<file path="config.mk">
export PLATFORM = sky130hd
export DESIGN_NAME = sbp_base_ctrl
export DESIGN_NICKNAME = d
export VERILOG_FILES = /design/src/sbp_pkg.sv /design/src/sbp_sync.sv /design/src/sbp_rst_timer.sv /design/src/sbp_base_ctrl.sv
export SDC_FILE = /design/constraint.sdc
export NUM_CORES = 1
export LEC_CHECK = 0
export BUFFER_PORTS_ARGS = -buffer_cell sky130_fd_sc_hd__buf_2
export CAP_MARGIN = 5
export CORE_MARGIN = 1.5
export CORE_UTILIZATION = 45
export DETAILED_ROUTE_END_ITERATION = 16
export GPL_ROUTABILITY_DRIVEN = 0
export PLACE_DENSITY = 0.77
export SYNTH_ARGS = -nofsm -noshare
export SYNTH_HDL_FRONTEND = slang
export SYNTH_SLANG_ARGS = --single-unit
</file>
<file path="constraint.sdc">
create_clock -name mclk -period 2.4 [get_ports mclk]
set_input_delay 0 -clock mclk [delete_from_list [all_inputs] [get_ports mclk]]
set_output_delay 0 -clock mclk [all_outputs]
set_load 0.01 [all_outputs]
</file>
<file path="src/sbp_pkg.sv">
package sbp_pkg;
    // Clock period of mclk
    localparam int CLK_PERIOD_NS = 8;
    // Short arbitrated bus reset length
    localparam int SHORT_RST_NS = 1300;
    localparam int SHORT_RST_CYC =
        (SHORT_RST_NS + CLK_PERIOD_NS - 1) / CLK_PERIOD_NS;
    // Long bus reset length
    localparam int LONG_RST_US = 166;
    localparam int LONG_RST_CYC =
        (LONG_RST_US * 1000 + CLK_PERIOD_NS - 1) / CLK_PERIOD_NS;
    // Field widths
    localparam int PAGE_W = 3;
    localparam int PORT_W = 4;
    localparam int PAGE_ROWS = 8;
    localparam int ROW_W = 8;
    localparam int NPORTS_DEF = 1;
    // Event flag bit positions in the flag vector
    localparam int FLAG_N = 4;
    localparam int LOOP_BIT = 0;
    localparam int PWR_BIT = 1;
    localparam int TMO_BIT = 2;
    localparam int PEVT_BIT = 3;
    // System reset values
    localparam logic [FLAG_N-1:0] FLAGS_RST = 4'h0;
    localparam logic [PAGE_W-1:0] PAGE_RST = 3'h0;
    localparam logic [PORT_W-1:0] PORT_RST = 4'h0;
    localparam logic ACCEL_RST = 1'b0;
    localparam logic MULTI_RST = 1'b0;
    localparam logic [PAGE_W-1:0] STATUS_PAGE = 3'h0;
endpackage

</file>
<file path="src/sbp_sync.sv">
`timescale 1ns/1ps
module sbp_sync #(
    parameter int W = 1
) (
    // Clock and reset
    input wire logic mclk,
    input wire logic rst,
    // Asynchronous in, synchronised out
    input wire logic [W-1:0] async_in,
    output logic [W-1:0] sync_out
);
    logic [W-1:0] meta_r;

    always_ff @(posedge mclk) begin
        if (rst) begin
            meta_r <= '0;
            sync_out <= '0;
        end else begin
            meta_r <= async_in;
            sync_out <= meta_r;
        end
    end
endmodule

</file>
<file path="src/sbp_rst_timer.sv">
`timescale 1ns/1ps
module sbp_rst_timer #(
    parameter int SHORT_CYC = 163,
    parameter int LONG_CYC = 20750
) (
    // Clock and reset
    input wire logic mclk,
    input wire logic rst,
    // Start request
    input wire logic start,
    input wire logic start_short,
    // Reset in progress
    output logic active_r,
    output logic short_r
);
    localparam int CW = $clog2(LONG_CYC + 1);
    localparam logic [CW-1:0] SHORT_LD = CW'(SHORT_CYC - 1);
    localparam logic [CW-1:0] LONG_LD = CW'(LONG_CYC - 1);

    logic [CW-1:0] count_r;

    // A new start restarts the count, even mid-reset
    always_ff @(posedge mclk) begin
        if (rst) begin
            count_r <= '0;
            active_r <= 1'b0;
            short_r <= 1'b0;
        end else if (start) begin
            count_r <= start_short ? SHORT_LD : LONG_LD;
            active_r <= 1'b1;
            short_r <= start_short;
        end else if (active_r) begin
            if (count_r == '0) begin
                active_r <= 1'b0;
            end else begin
                count_r <= count_r - 1'b1;
            end
        end
    end
endmodule

</file>
<file path="src/sbp_base_ctrl.sv">
`timescale 1ns/1ps
module sbp_base_ctrl
    import sbp_pkg::*;
#(
    parameter int NPORTS = NPORTS_DEF,
    parameter int LONG_CYC = LONG_RST_CYC
) (
    // Clock and reset
    input wire logic mclk,
    input wire logic rst,
    // Software writes
    input wire logic sw_short_req_wr,
    input wire logic sw_short_req_data,
    input wire logic sw_flag_wr,
    input wire logic [FLAG_N-1:0] sw_flag_data,
    input wire logic sw_cfg_wr,
    input wire logic cfg_accel_in,
    input wire logic cfg_multi_in,
    input wire logic [PAGE_W-1:0] cfg_page_in,
    input wire logic [PORT_W-1:0] cfg_port_in,
    input wire logic watchdog_en,
    // Pins
    input wire logic cable_supply_sense,
    input wire logic link_power_status,
    // Arbitration and bus state
    input wire logic reset_opportunity,
    input wire logic legacy_phy_present,
    input wire logic peer_bus_reset,
    input wire logic arb_tree_timeout,
    input wire logic state_timeout,
    // Port status
    input wire logic [NPORTS-1:0] port_bias,
    input wire logic [NPORTS-1:0] port_con,
    input wire logic [NPORTS-1:0] port_dis,
    input wire logic [NPORTS-1:0] port_fault,
    input wire logic [NPORTS-1:0] port_int_en,
    input wire logic bias_report_dis,
    input wire logic [NPORTS-1:0] resume_start,
    // Status page read
    input wire logic [2:0] port_page_addr,
    input wire logic [NPORTS*PAGE_ROWS*ROW_W-1:0] port_page_rows,
    output logic [ROW_W-1:0] port_page_rdata_r,
    // Register state
    output logic short_reset_request_r,
    output logic [FLAG_N-1:0] flags_r,
    output logic enab_accel_r,
    output logic enab_multi_r,
    output logic [PAGE_W-1:0] page_sel_r,
    output logic [PORT_W-1:0] port_sel_r,
    // Bus reset and link
    output logic bus_reset_active,
    output logic bus_reset_short,
    output logic bus_reset_start,
    output logic link_wake_r
);
    logic sense_s;
    logic lps_s;
    logic sense_d_r;
    logic sense_fall;
    logic short_launch;
    logic timer_start;
    logic timer_short;
    logic [NPORTS-1:0] bias_d_r;
    logic [NPORTS-1:0] con_d_r;
    logic [NPORTS-1:0] dis_d_r;
    logic [NPORTS-1:0] fault_d_r;
    logic [NPORTS-1:0] port_chg;
    logic port_evt;
    logic [FLAG_N-1:0] flag_set;
    logic [FLAG_N-1:0] flag_clr;
    logic [FLAG_N-1:0] flags_nxt;
    logic [ROW_W-1:0] rdata_nxt;

    // Set beats a same-cycle clear; only written ones clear
    function automatic logic w1c(input logic cur, input logic set,
                                 input logic clr);
        return set | (cur & ~clr);
    endfunction

    function automatic logic [ROW_W-1:0] row_pick(
        input logic [NPORTS*PAGE_ROWS*ROW_W-1:0] rows,
        input logic [PORT_W-1:0] port,
        input logic [2:0] addr);
        int idx;
        idx = (int'(port) * PAGE_ROWS + int'(addr)) * ROW_W;
        return rows[idx +: ROW_W];
    endfunction

    sbp_sync #(
        .W(2)
    ) u_sync (
        .mclk(mclk),
        .rst(rst),
        .async_in({cable_supply_sense, link_power_status}),
        .sync_out({sense_s, lps_s})
    );

    // Short request waits for an opportunity and for any reset to end
    assign short_launch = short_reset_request_r & reset_opportunity &
                          ~bus_reset_active;
    assign timer_start = state_timeout | short_launch;
    assign timer_short = ~state_timeout & ~legacy_phy_present;
    assign bus_reset_start = timer_start | peer_bus_reset;

    sbp_rst_timer #(
        .SHORT_CYC(SHORT_RST_CYC),
        .LONG_CYC(LONG_CYC)
    ) u_timer (
        .mclk(mclk),
        .rst(rst),
        .start(timer_start),
        .start_short(timer_short),
        .active_r(bus_reset_active),
        .short_r(bus_reset_short)
    );

    // A software write in the clearing cycle wins: the request takes the written value
    always_ff @(posedge mclk) begin
        if (rst) begin
            short_reset_request_r <= 1'b0;
        end else if (sw_short_req_wr) begin
            short_reset_request_r <= sw_short_req_data;
        end else if (bus_reset_start) begin
            short_reset_request_r <= 1'b0;
        end
    end

    always_ff @(posedge mclk) begin
        if (rst) begin
            sense_d_r <= 1'b0;
        end else begin
            sense_d_r <= sense_s;
        end
    end
    assign sense_fall = sense_d_r & ~sense_s;

    always_ff @(posedge mclk) begin
        if (rst) begin
            bias_d_r <= '0;
            con_d_r <= '0;
            dis_d_r <= '0;
            fault_d_r <= '0;
        end else begin
            bias_d_r <= port_bias;
            con_d_r <= port_con;
            dis_d_r <= port_dis;
            fault_d_r <= port_fault;
        end
    end

    // Changes against last cycle's levels; bias masked when not reported
    assign port_chg = ((port_bias ^ bias_d_r) & {NPORTS{~bias_report_dis}})
                    | (port_con ^ con_d_r) | (port_dis ^ dis_d_r)
                    | (port_fault ^ fault_d_r);
    assign port_evt = |(port_chg & port_int_en)
                    | (watchdog_en & |resume_start);

    always_comb begin
        flag_set = '0;
        flag_set[LOOP_BIT] = arb_tree_timeout;
        flag_set[PWR_BIT] = sense_fall;
        flag_set[TMO_BIT] = state_timeout;
        flag_set[PEVT_BIT] = port_evt;
        flag_clr = sw_flag_wr ? sw_flag_data : '0;
        for (int i = 0; i < FLAG_N; i++) begin
            flags_nxt[i] = w1c(flags_r[i], flag_set[i], flag_clr[i]);
        end
    end

    always_ff @(posedge mclk) begin
        if (rst) begin
            flags_r <= FLAGS_RST;
        end else begin
            flags_r <= flags_nxt;
        end
    end

    // Held as a level so a link going inactive later is woken too
    always_ff @(posedge mclk) begin
        if (rst) begin
            link_wake_r <= 1'b0;
        end else begin
            link_wake_r <= flags_r[LOOP_BIT] & watchdog_en & ~lps_s;
        end
    end

    // Bus reset never touches these
    always_ff @(posedge mclk) begin
        if (rst) begin
            enab_accel_r <= ACCEL_RST;
            enab_multi_r <= MULTI_RST;
            page_sel_r <= PAGE_RST;
            port_sel_r <= PORT_RST;
        end else if (sw_cfg_wr) begin
            enab_accel_r <= cfg_accel_in;
            enab_multi_r <= cfg_multi_in;
            page_sel_r <= cfg_page_in;
            port_sel_r <= cfg_port_in;
        end
    end

    always_comb begin
        rdata_nxt = '0;
        if (page_sel_r == STATUS_PAGE && int'(port_sel_r) < NPORTS) begin
            rdata_nxt = row_pick(port_page_rows, port_sel_r,
                                 port_page_addr);
        end
    end

    always_ff @(posedge mclk) begin
        if (rst) begin
            port_page_rdata_r <= '0;
        end else begin
            port_page_rdata_r <= rdata_nxt;
        end
    end
endmodule

</file>
==> flow_summary.json, run 1 <==
{
  "antenna_found_initial": 0,
  "yosysUniqueCellTypes": 47,
  "worstHoldPathType": "in -> reg",
  "rsz0062_at_grt": "no",
  "synth_nets": 343,
  "track_usage_pct": 24.4,
  "slew_violations": 0,
  "fmax_mhz": 456,
  "insertion_delay_ps": 300,
  "dieArea_sq_mm": 0.00585,
  "postSynth.asyncResetShare_pct": 0,
  "cts-root-buf": "clkbuf_8",
  "synth_edf_count": 0,
  "drv_cap": 0,
  "num_rows": 26,
  "drive_gt1_share_pct": 41.3,
  "required_ps": 2650,
  "synth_area_per_cell_sq_um": 10.1,
  "finish.utilization_pct": 66.7,
  "dp.cells": 427,
  "setup_viol": 0,
  "relSlewSlack_pct": 60.8,
  "grt_max_degree": 32,
  "p_clk_share_pct": 30.9,
  "pwr-share-comb_pct": 21.4,
  "critPathKind": "reg -> reg",
  "wl_met2_microns": 3770,
  "ant_nets": 0,
  "setup_tns_ps": 0,
  "cp-end-kind": "flop",
  "finalWirelength_microns": 6740,
  "numCtsBuffers": 5,
  "vdd_drop_max_uv": 306,
  "power_switching_w": 0.000483,
  "area_growth_syn_to_layout_pct": 42.0,
  "die_w_microns": 76.5,
  "vias": 2470,
  "hold_violations": 0,
  "power_frac_seq_pct": 47.7,
  "status": "finished, final reports clean",
  "die_y_microns": 76.5,
  "leakage_nw": 1.58,
  "wl_per_cell_microns": 14.8,
  "io_pins": 127,
  "fin_cells": 457,
  "arrival_ps": 2440,
  "min_period_ps": 2190,
  "route.detailed.drc": 0,
  "p_int_w": 0.00140,
  "syn_inst": 241,
  "drtPass1Iterations": 4,
  "ys_seq_elements": 49,
  "viasPerCell": 5.40,
  "clk_pin_slew_ps": 90,
  "worstSetupStartpointType": "flop",
  "fin_crit_sh_pct": 91.3,
  "dr_wl_met3_microns": 365,
  "n_antenna_cell": 0,
  "drt_iter0_drc": 85,
  "synth-seq-area-share_pct": 40.4,
  "top_layer": "met4",
  "dp_hpwl_microns": 5170,
  "cp_max_fo": 10,
  "core_area_sq_mm": 0.00517,
  "power.density_mw_per_mm2": 545,
  "finalClockSkew_ps": 12.2,
  "nets": 488,
  "yosysWarnings": 0,
  "start_util_pct": 47.0,
  "cts_max_level": 2,
  "tritoncts": "built",
  "clock-sinks": 49,
  "syn_area_sq_mm": 0.00243,
  "worst_pin_slew_ps": 585,
  "timing.hold.ws_ps": 18.4,
  "grt_pass1_wl_microns": 11500,
  "cts.path.max_buffers": 2,
  "gr-total-overflow": 0,
  "grt_pass1_vias": 2627,
  "total_power_w": 0.00188,
  "portBuffers": 126,
  "met1_length_microns": 2440,
  "synth_flop_cell": "dfxtp_1",
  "p_sw_share_pct": 25.7
}
[metal layers]
layer	track usage (%)	up-vias
met5	0	-
met4	8.89	0
met3	5.39	15
met2	47.9	97
met1	24.8	1170
li1	-	1188
[final timing paths]
| path | start | slack (ps) | cells past startpoint | to |
|---|---|---|---|---|
| setup / recovery | u_timer.active_r | 210 | 5 | short_reset_request_r |
| hold / removal | sw_flag_data[0] | 20 | 4 | flags_r[0] |
| setup reg to reg | u_timer.active_r | 210 | 5 | short_reset_request_r |
| hold reg to reg | u_sync.sync_out[0] | 400 | 1 | link_wake_r |
[synthesized netlist by cell type, drive strengths merged (3+ instances only)]
cell type	n	share of area [%]
nand2	12	1.9
clkbuf	8	1.2
nor4	7	1.8
nor2b	10	2.6
buf	4	0.98
or2	3	0.77
mux4	16	15
nor2	34	5.3
nor3	7	1.4
or4	3	1.2
mux2i	17	7.0
a21oi	11	2.3
a211oi	3	0.93
inv	8	1.2
dfxtp	49	40
or3	6	1.5
xnor2	7	2.5
[cell families (layout without fill, tap and decap cells)]
family | count (synthesis) | in the layout | synth area share, %
AO/OA/AOI/OAI | 34 | 34 | 9.99
XOR/XNOR | 7 | 7 | 2.52
buffers and inverters | 20 | 166 | 3.45
AND/OR/NAND/NOR | 97 | 97 | 21.3
adder cells (fa/ha/maj) | 1 | 1 | 0.515
flip-flops | 49 | 49 | 40.4
multiplexers | 33 | 33 | 21.8
[area by class of cell]
cell class	count	area, sq um
Tap cell	70	87.6
Multi-Input combinational cell	172	1370
Inverter	8	30.0
Fill cell	402	1720
Clock buffer	6	72.6
Sequential cell	49	982
Timing Repair Buffer	150	866
Clock inverter	2	38.8
[power by group through the flow]
stage	Combinational, W	Sequential (W)	Clock [W]
finish	0.000403	0.000896	0.000581
global route	0.000444	0.000903	0.000636
CTS	0.000398	0.000894	0.000598
detailed placement	0.000369	0.000913	0
global placement	0.000361	0.000911	0
floorplan	0.000220	0.000915	0
[flip-flops by register name, indices dropped and copies added, names as in the netlist]
name,count
u_sync.meta_r,2
link_wake_r,1
port_page_rdata_r,8
sense_d_r,1
u_timer.active_r,1
fault_d_r,1
con_d_r,1
enab_multi_r,1
dis_d_r,1
u_timer.count_r,15
u_timer.short_r,1
enab_accel_r,1
port_sel_r,4
page_sel_r,3
flags_r,4
short_reset_request_r,1
u_sync.sync_out,2
bias_d_r,1
[layout by cell type, fill, tap and decap left out, drive strengths merged, types with 3 or more instances in the layout]
master,n
buf,128
dfxtp,49
nor2,34
dlygate4sd3,22
mux2i,17
mux4,16
nand2,12
a21oi,11
nor2b,10
inv,8
nor4,7
nor3,7
xnor2,7
or3,6
clkbuf,6
or2,3
a211oi,3
or4,3
[per-stage QoR]
step | setup WS [ps] | cell area, sq um
after CTS | 114 | 3440
after global placement | 363 | 3110
after global routing | 116 | 3450
final | 208 | 3450
after floorplan | 411 | 2430
after detailed placement | 290 | 3110
[worst max-delay path: stages (launching register included)]
cell	delay, ps
dfxtp_2	450
and3b_1	240
or3_1	320
or3b_2	440
a21oi_1	140
dlygate4sd3_1	550
[what timing repair did]
action	in CTS	in global routing
resized for setup	0	2
hold endpoints to repair	19	0
hold buffers	22	0
setup buffers	0	0
endpoints found under the setup margin	0	2
No activity file was read; power rests on OpenSTA's default activity.
==> inputs of run 2 (changes only) <==
--- a/config.mk
+++ b/config.mk
@@ -8,10 +8,11 @@
 export BUFFER_PORTS_ARGS = -buffer_cell sky130_fd_sc_hd__buf_2
 export CAP_MARGIN = 5
 export CORE_MARGIN = 1.5
-export CORE_UTILIZATION = 45
+export CORE_UTILIZATION = 49
 export DETAILED_ROUTE_END_ITERATION = 16
 export GPL_ROUTABILITY_DRIVEN = 0
-export PLACE_DENSITY = 0.77
+export PLACE_DENSITY = 0.83
+export RECOVER_POWER = 100
 export SYNTH_ARGS = -nofsm -noshare
 export SYNTH_HDL_FRONTEND = slang
 export SYNTH_SLANG_ARGS = --single-unit
==> constraint.sdc (replaced) <==
create_clock -name mclk -period 2.7 [get_ports mclk]
set_input_delay 0 -clock mclk [delete_from_list [all_inputs] [get_ports mclk]]
set_output_delay 0 -clock mclk [all_outputs]
set_load 0.01 [all_outputs]
==> flow_summary.json, run 2 (same netlist as run 1, synthesis figures left out) <==
{
  "leakage_nw": 1.46,
  "clock-sinks": 49,
  "viasPerCell": 5.60,
  "largest_reg_flops": 15,
  "r2r_cells": 6,
  "hold_violations": 0,
  "route.detailed.drc": 0,
  "cts-root-buf": "clkbuf_8",
  "portBuffers": 126,
  "drt_iter0_drc": 154,
  "start_util_pct": 51.1,
  "grt_pass1_vias": 2646,
  "slew_violations": 0,
  "largest_register": "u_timer.count_r",
  "fin_crit_sh_pct": 79.9,
  "antenna_found_initial": 0,
  "ctsHoldBuffers": 22,
  "worstHoldPathType": "in -> reg",
  "dp.cells": 422,
  "drtPass1Iterations": 5,
  "grt_max_degree": 33,
  "num_rows": 25,
  "clk_pin_slew_ps": 100,
  "rsz0062_at_grt": "no",
  "cp-end-kind": "flop",
  "core_area_sq_mm": 0.00475,
  "tritoncts": "built",
  "worst_pin_slew_ps": 867,
  "finalWirelength_microns": 7380,
  "min_period_ps": 2160,
  "n_antenna_cell": 0,
  "io_pins": 127,
  "required_ps": 2860,
  "cts.path.max_buffers": 2,
  "cts_max_level": 2,
  "arrival_ps": 2310,
  "vias": 2533,
  "drive_gt1_share_pct": 32.2,
  "grt_pass1_wl_microns": 11900,
  "setup_viol": 0,
  "ant_nets": 0,
  "vdd_drop_max_uv": 273,
  "reg_top3": "u_timer.count_r x15, port_page_rdata_r x8",
  "track_usage_pct": 29.3,
  "final_common_cell": "buf_2",
  "finalClockSkew_ps": 13.6,
  "numCtsBuffers": 5,
  "layout_common_cells": "buf_2, dfxtp_1, nor2_1",
  "relSlewSlack_pct": 41.7,
  "cts_resized": 0,
  "post-cts-setup-buffers": 0,
  "die_w_microns": 73.4,
  "die_y_microns": 73.4,
  "power.density_mw_per_mm2": 501,
  "dieArea_sq_mm": 0.00539,
  "area_growth_syn_to_layout_pct": 39.2,
  "status": "finished, final reports clean",
  "nets": 486,
  "gr-total-overflow": 0,
  "drv_cap": 0,
  "dp_hpwl_microns": 5180,
  "fmax_mhz": 464,
  "insertion_delay_ps": 310,
  "critPathKind": "reg -> reg",
  "cp_max_fo": 4,
  "setup_tns_ps": 0,
  "fin_cells": 452,
  "wl_per_cell_microns": 16.3,
  "hold_path_depth": 4,
  "worstSetupStartpointType": "flop"
}
## run 2: final timing paths
kind	start	endpoint	slack, ps
hold / removal	sw_flag_data[2]	flags_r[2]	10
setup / recovery	u_timer.count_r[0]	u_timer.count_r[2]	540
setup reg to reg	u_timer.count_r[0]	u_timer.count_r[2]	540
hold reg to reg	u_sync.sync_out[0]	link_wake_r	410
## run 2: final cells by class
cell class | count | area [sq um]
clock buffers | 5 | 68.8
flip-flops and latches | 49 | 981
well taps | 67 | 83.8
clock inverters | 3 | 50.0
inverters | 8 | 30.0
multi-input cells | 172 | 1360
fillers | 358 | 1370
repair buffers | 148 | 812
## run 2: metal layers
metal  up-vias  global-route usage [%]  part of all wire, %
met5         -                       0                    0
met4         0                    14.8                  4.5
met3        31                    5.90                  6.1
met2       115                    55.4                   54
met1      1202                    30.3                   35
li1       1185                       -                    -
## run 2: stage by stage
| step | hold WS [ps] | util [%] | worst slack [ps] | power, W | area (sq um) |
|---|---|---|---|---|---|
| after floorplan | 117 | - | 711 | 0.00101 | 2430 |
| after global placement | 207 | 65.0 | 727 | 0.00113 | 3090 |
| after detailed placement | 218 | 65.0 | 653 | 0.00114 | 3090 |
| after CTS | 13.3 | 72.1 | 635 | 0.00170 | 3430 |
| after global routing | 38.4 | 71.2 | 420 | 0.00177 | 3380 |
| final | 10.2 | 71.2 | 543 | 0.00169 | 3380 |
## run 2: worst max-delay path: stages (launching register included)
cell and delay (ps):
dfxtp_1 360, inv_1 70, ha_1 180, or4b_1 490
o41ai_1 620, or3_1 200, a31oi_1 70
## run 2: power breakdown
part,switching (W),internal (W),total [W],leakage (nW)
Sequential,0.0000348,0.000763,0.000798,0.403
Clock,0.000262,0.000284,0.000546,0.0603
Combinational,0.000163,0.000188,0.000351,0.996
==> inputs of run 3 (changes only) <==
--- a/config.mk
+++ b/config.mk
@@ -8,10 +8,10 @@
 export BUFFER_PORTS_ARGS = -buffer_cell sky130_fd_sc_hd__buf_2
 export CAP_MARGIN = 5
 export CORE_MARGIN = 1.5
-export CORE_UTILIZATION = 49
+export CORE_UTILIZATION = 41
 export DETAILED_ROUTE_END_ITERATION = 16
 export GPL_ROUTABILITY_DRIVEN = 0
-export PLACE_DENSITY = 0.83
+export PLACE_DENSITY = 0.74
 export RECOVER_POWER = 100
 export SYNTH_ARGS = -nofsm -noshare
 export SYNTH_HDL_FRONTEND = slang
==> constraint.sdc (replaced) <==
create_clock -name mclk -period 1.7 [get_ports mclk]
set_input_delay 0 -clock mclk [delete_from_list [all_inputs] [get_ports mclk]]
set_output_delay 0 -clock mclk [all_outputs]
set_load 0.01 [all_outputs]
==> flow_summary.json, run 3 (same netlist as run 1, synthesis figures left out) <==
{
  "power_switching_w": 0.000799,
  "core_area_sq_mm": 0.00561,
  "grt_pass1_vias": 2755,
  "leakage_nw": 1.69,
  "drt_iter0_drc": 139,
  "die_y_microns": 80.0,
  "largest_register": "u_timer.count_r",
  "dieArea_sq_mm": 0.00640,
  "required_ps": 1920,
  "dp_hpwl_microns": 5530,
  "slowest_delay_ps": 540,
  "fin_crit_sh_pct": 116,
  "antenna_found_initial": 0,
  "clk_pin_slew_ps": 100,
  "insertion_delay_ps": 300,
  "area_growth_syn_to_layout_pct": 59.6,
  "arrival_ps": 2190,
  "pwr-share-comb_pct": 27.4,
  "cp.depth": 4,
  "dp_slack_ps": -315,
  "reg_top3": "u_timer.count_r x15, port_page_rdata_r x8",
  "p_sw_share_pct": 27.8,
  "gr-total-overflow": 0,
  "r2r_slack_ps": -260,
  "portBuffers": 126,
  "status": "finished, violations left",
  "cts.path.max_buffers": 2,
  "fmax_mhz": 509,
  "worst_path_most_repeated_cell": "or4_4",
  "worst_slack_ps": -264,
  "power_frac_seq_pct": 43.6,
  "use_met2_pct": 48.7,
  "vias": 2706,
  "route.detailed.drc": 0,
  "clock-sinks": 49,
  "viasPerCell": 5.49,
  "finalWirelength_microns": 8190,
  "track_usage_pct": 25.2,
  "p_int_w": 0.00208,
  "min_period_ps": 1960,
  "io_pins": 127,
  "worstSetupStartpointType": "flop",
  "use_met3_pct": 4.80,
  "n_antenna_cell": 0,
  "numCtsBuffers": 5,
  "drtPass1Iterations": 4,
  "relSlewSlack_pct": 66.4,
  "vdd_drop_max_uv": 318,
  "cp_num_buf_inv": 0,
  "hold_violations": 1,
  "timing.hold.ws_ps": -40.2,
  "finalClockSkew_ps": 11.6,
  "violations": "negative hold slack, negative setup slack",
  "slowest_stage": "or4_4",
  "worst_pin_slew_ps": 504,
  "tritoncts": "built",
  "grt_max_degree": 20,
  "die_w_microns": 80.0,
  "rsz0062_at_grt": "yes",
  "cts_max_level": 2,
  "drive_gt1_share_pct": 44.9,
  "wl_per_cell_microns": 16.6,
  "layout_common_cells": "buf_2, dfxtp_1, nor2_1",
  "busiest_layer": "met2",
  "power.density_mw_per_mm2": 742,
  "grt_util_met1_pct": 26.2,
  "start_util_pct": 43.3,
  "final_common_cell": "buf_2",
  "cts-root-buf": "clkbuf_8",
  "slew_violations": 0,
  "worstPathCellList": "or4_4 > or4_4 > or3_1 > a31oi_1",
  "crit_family": "simple AND/OR/NAND/NOR gates",
  "multi_input_area_sq_mm": 0.00156,
  "p_clk_share_pct": 29.0,
  "r2r_cells": 4,
  "cp-end-kind": "flop",
  "worstHoldPathType": "in -> reg",
  "ant_nets": 0,
  "nFillCells": 440,
  "cp_max_fo": 2,
  "grt_pass1_wl_microns": 12400,
  "drv_cap": 0,
  "register_area_sq_um": 985,
  "nets": 523,
  "critPathKind": "reg -> reg",
  "setup_viol": 14,
  "largest_reg_flops": 15,
  "num_rows": 27,
  "hold_path_depth": 3
}
[run 3: through the flow]
step	cells	cell area (sq um)	util (%)	TNS, ps	total power, W
global route	493	3880	69.1	-2830	0.00301
floorplan	241	2450	-	-761	0.00161
detailed placement	454	3310	59.0	-1540	0.00188
global placement	454	3310	59.0	-804	0.00186
CTS	486	3780	67.3	-712	0.00280
finish	493	3880	69.1	-2000	0.00288
[run 3: power groups by stage]
stage          Sequential [W]  Clock, W  Combinational [W]
2_1_floorplan         0.00129         0           0.000315
3_3_place_gp          0.00127         0           0.000588
3_5_place_dp          0.00127         0           0.000605
4_1_cts               0.00125  0.000853           0.000702
5_1_grt               0.00126  0.000899           0.000846
6_report              0.00125  0.000835           0.000789
[run 3: tightest hold or removal path: cells and delay by family]
family / cells / cell delay (ps)
simple gates: 1 / 80
buf+inv: 1 / 80
compound gates: 1 / 80
[run 3: path summary, 6_finish.rpt]
check	startpoint	to
worst min register to register	u_sync.sync_out[0]	link_wake_r
worst max register to register	u_timer.count_r[6]	u_timer.count_r[12]
worst max-delay path	u_timer.count_r[6]	u_timer.count_r[12]
worst min-delay path	resume_start	flags_r[3]
[run 3: routing by layer]
layer	part of all wire, %	wire length (microns)	up-vias
met5	0	0	-
met4	2.8	229	0
met3	6.5	531	23
met2	55	4530	134
met1	35	2890	1293
li1	-	-	1256
[run 3: what timing repair did]
item,CTS,global route
hold buffers,24,0
setup endpoints to repair,11,15
pin swaps,4,10
buffers inserted,1,8
gates resized for setup,18,23
endpoints found under the hold margin,20,0
[run 3: cell type report]
| type | instances | share of cell area, % |
|---|---|---|
| multi-input combinational | 172 | 40.3 |
| tap | 72 | 2.32 |
| inverter | 8 | 0.774 |
| clock inverter | 2 | 1.00 |
| clock buffer | 5 | 1.77 |
| timing repair buffer | 185 | 28.4 |
| sequential | 49 | 25.4 |
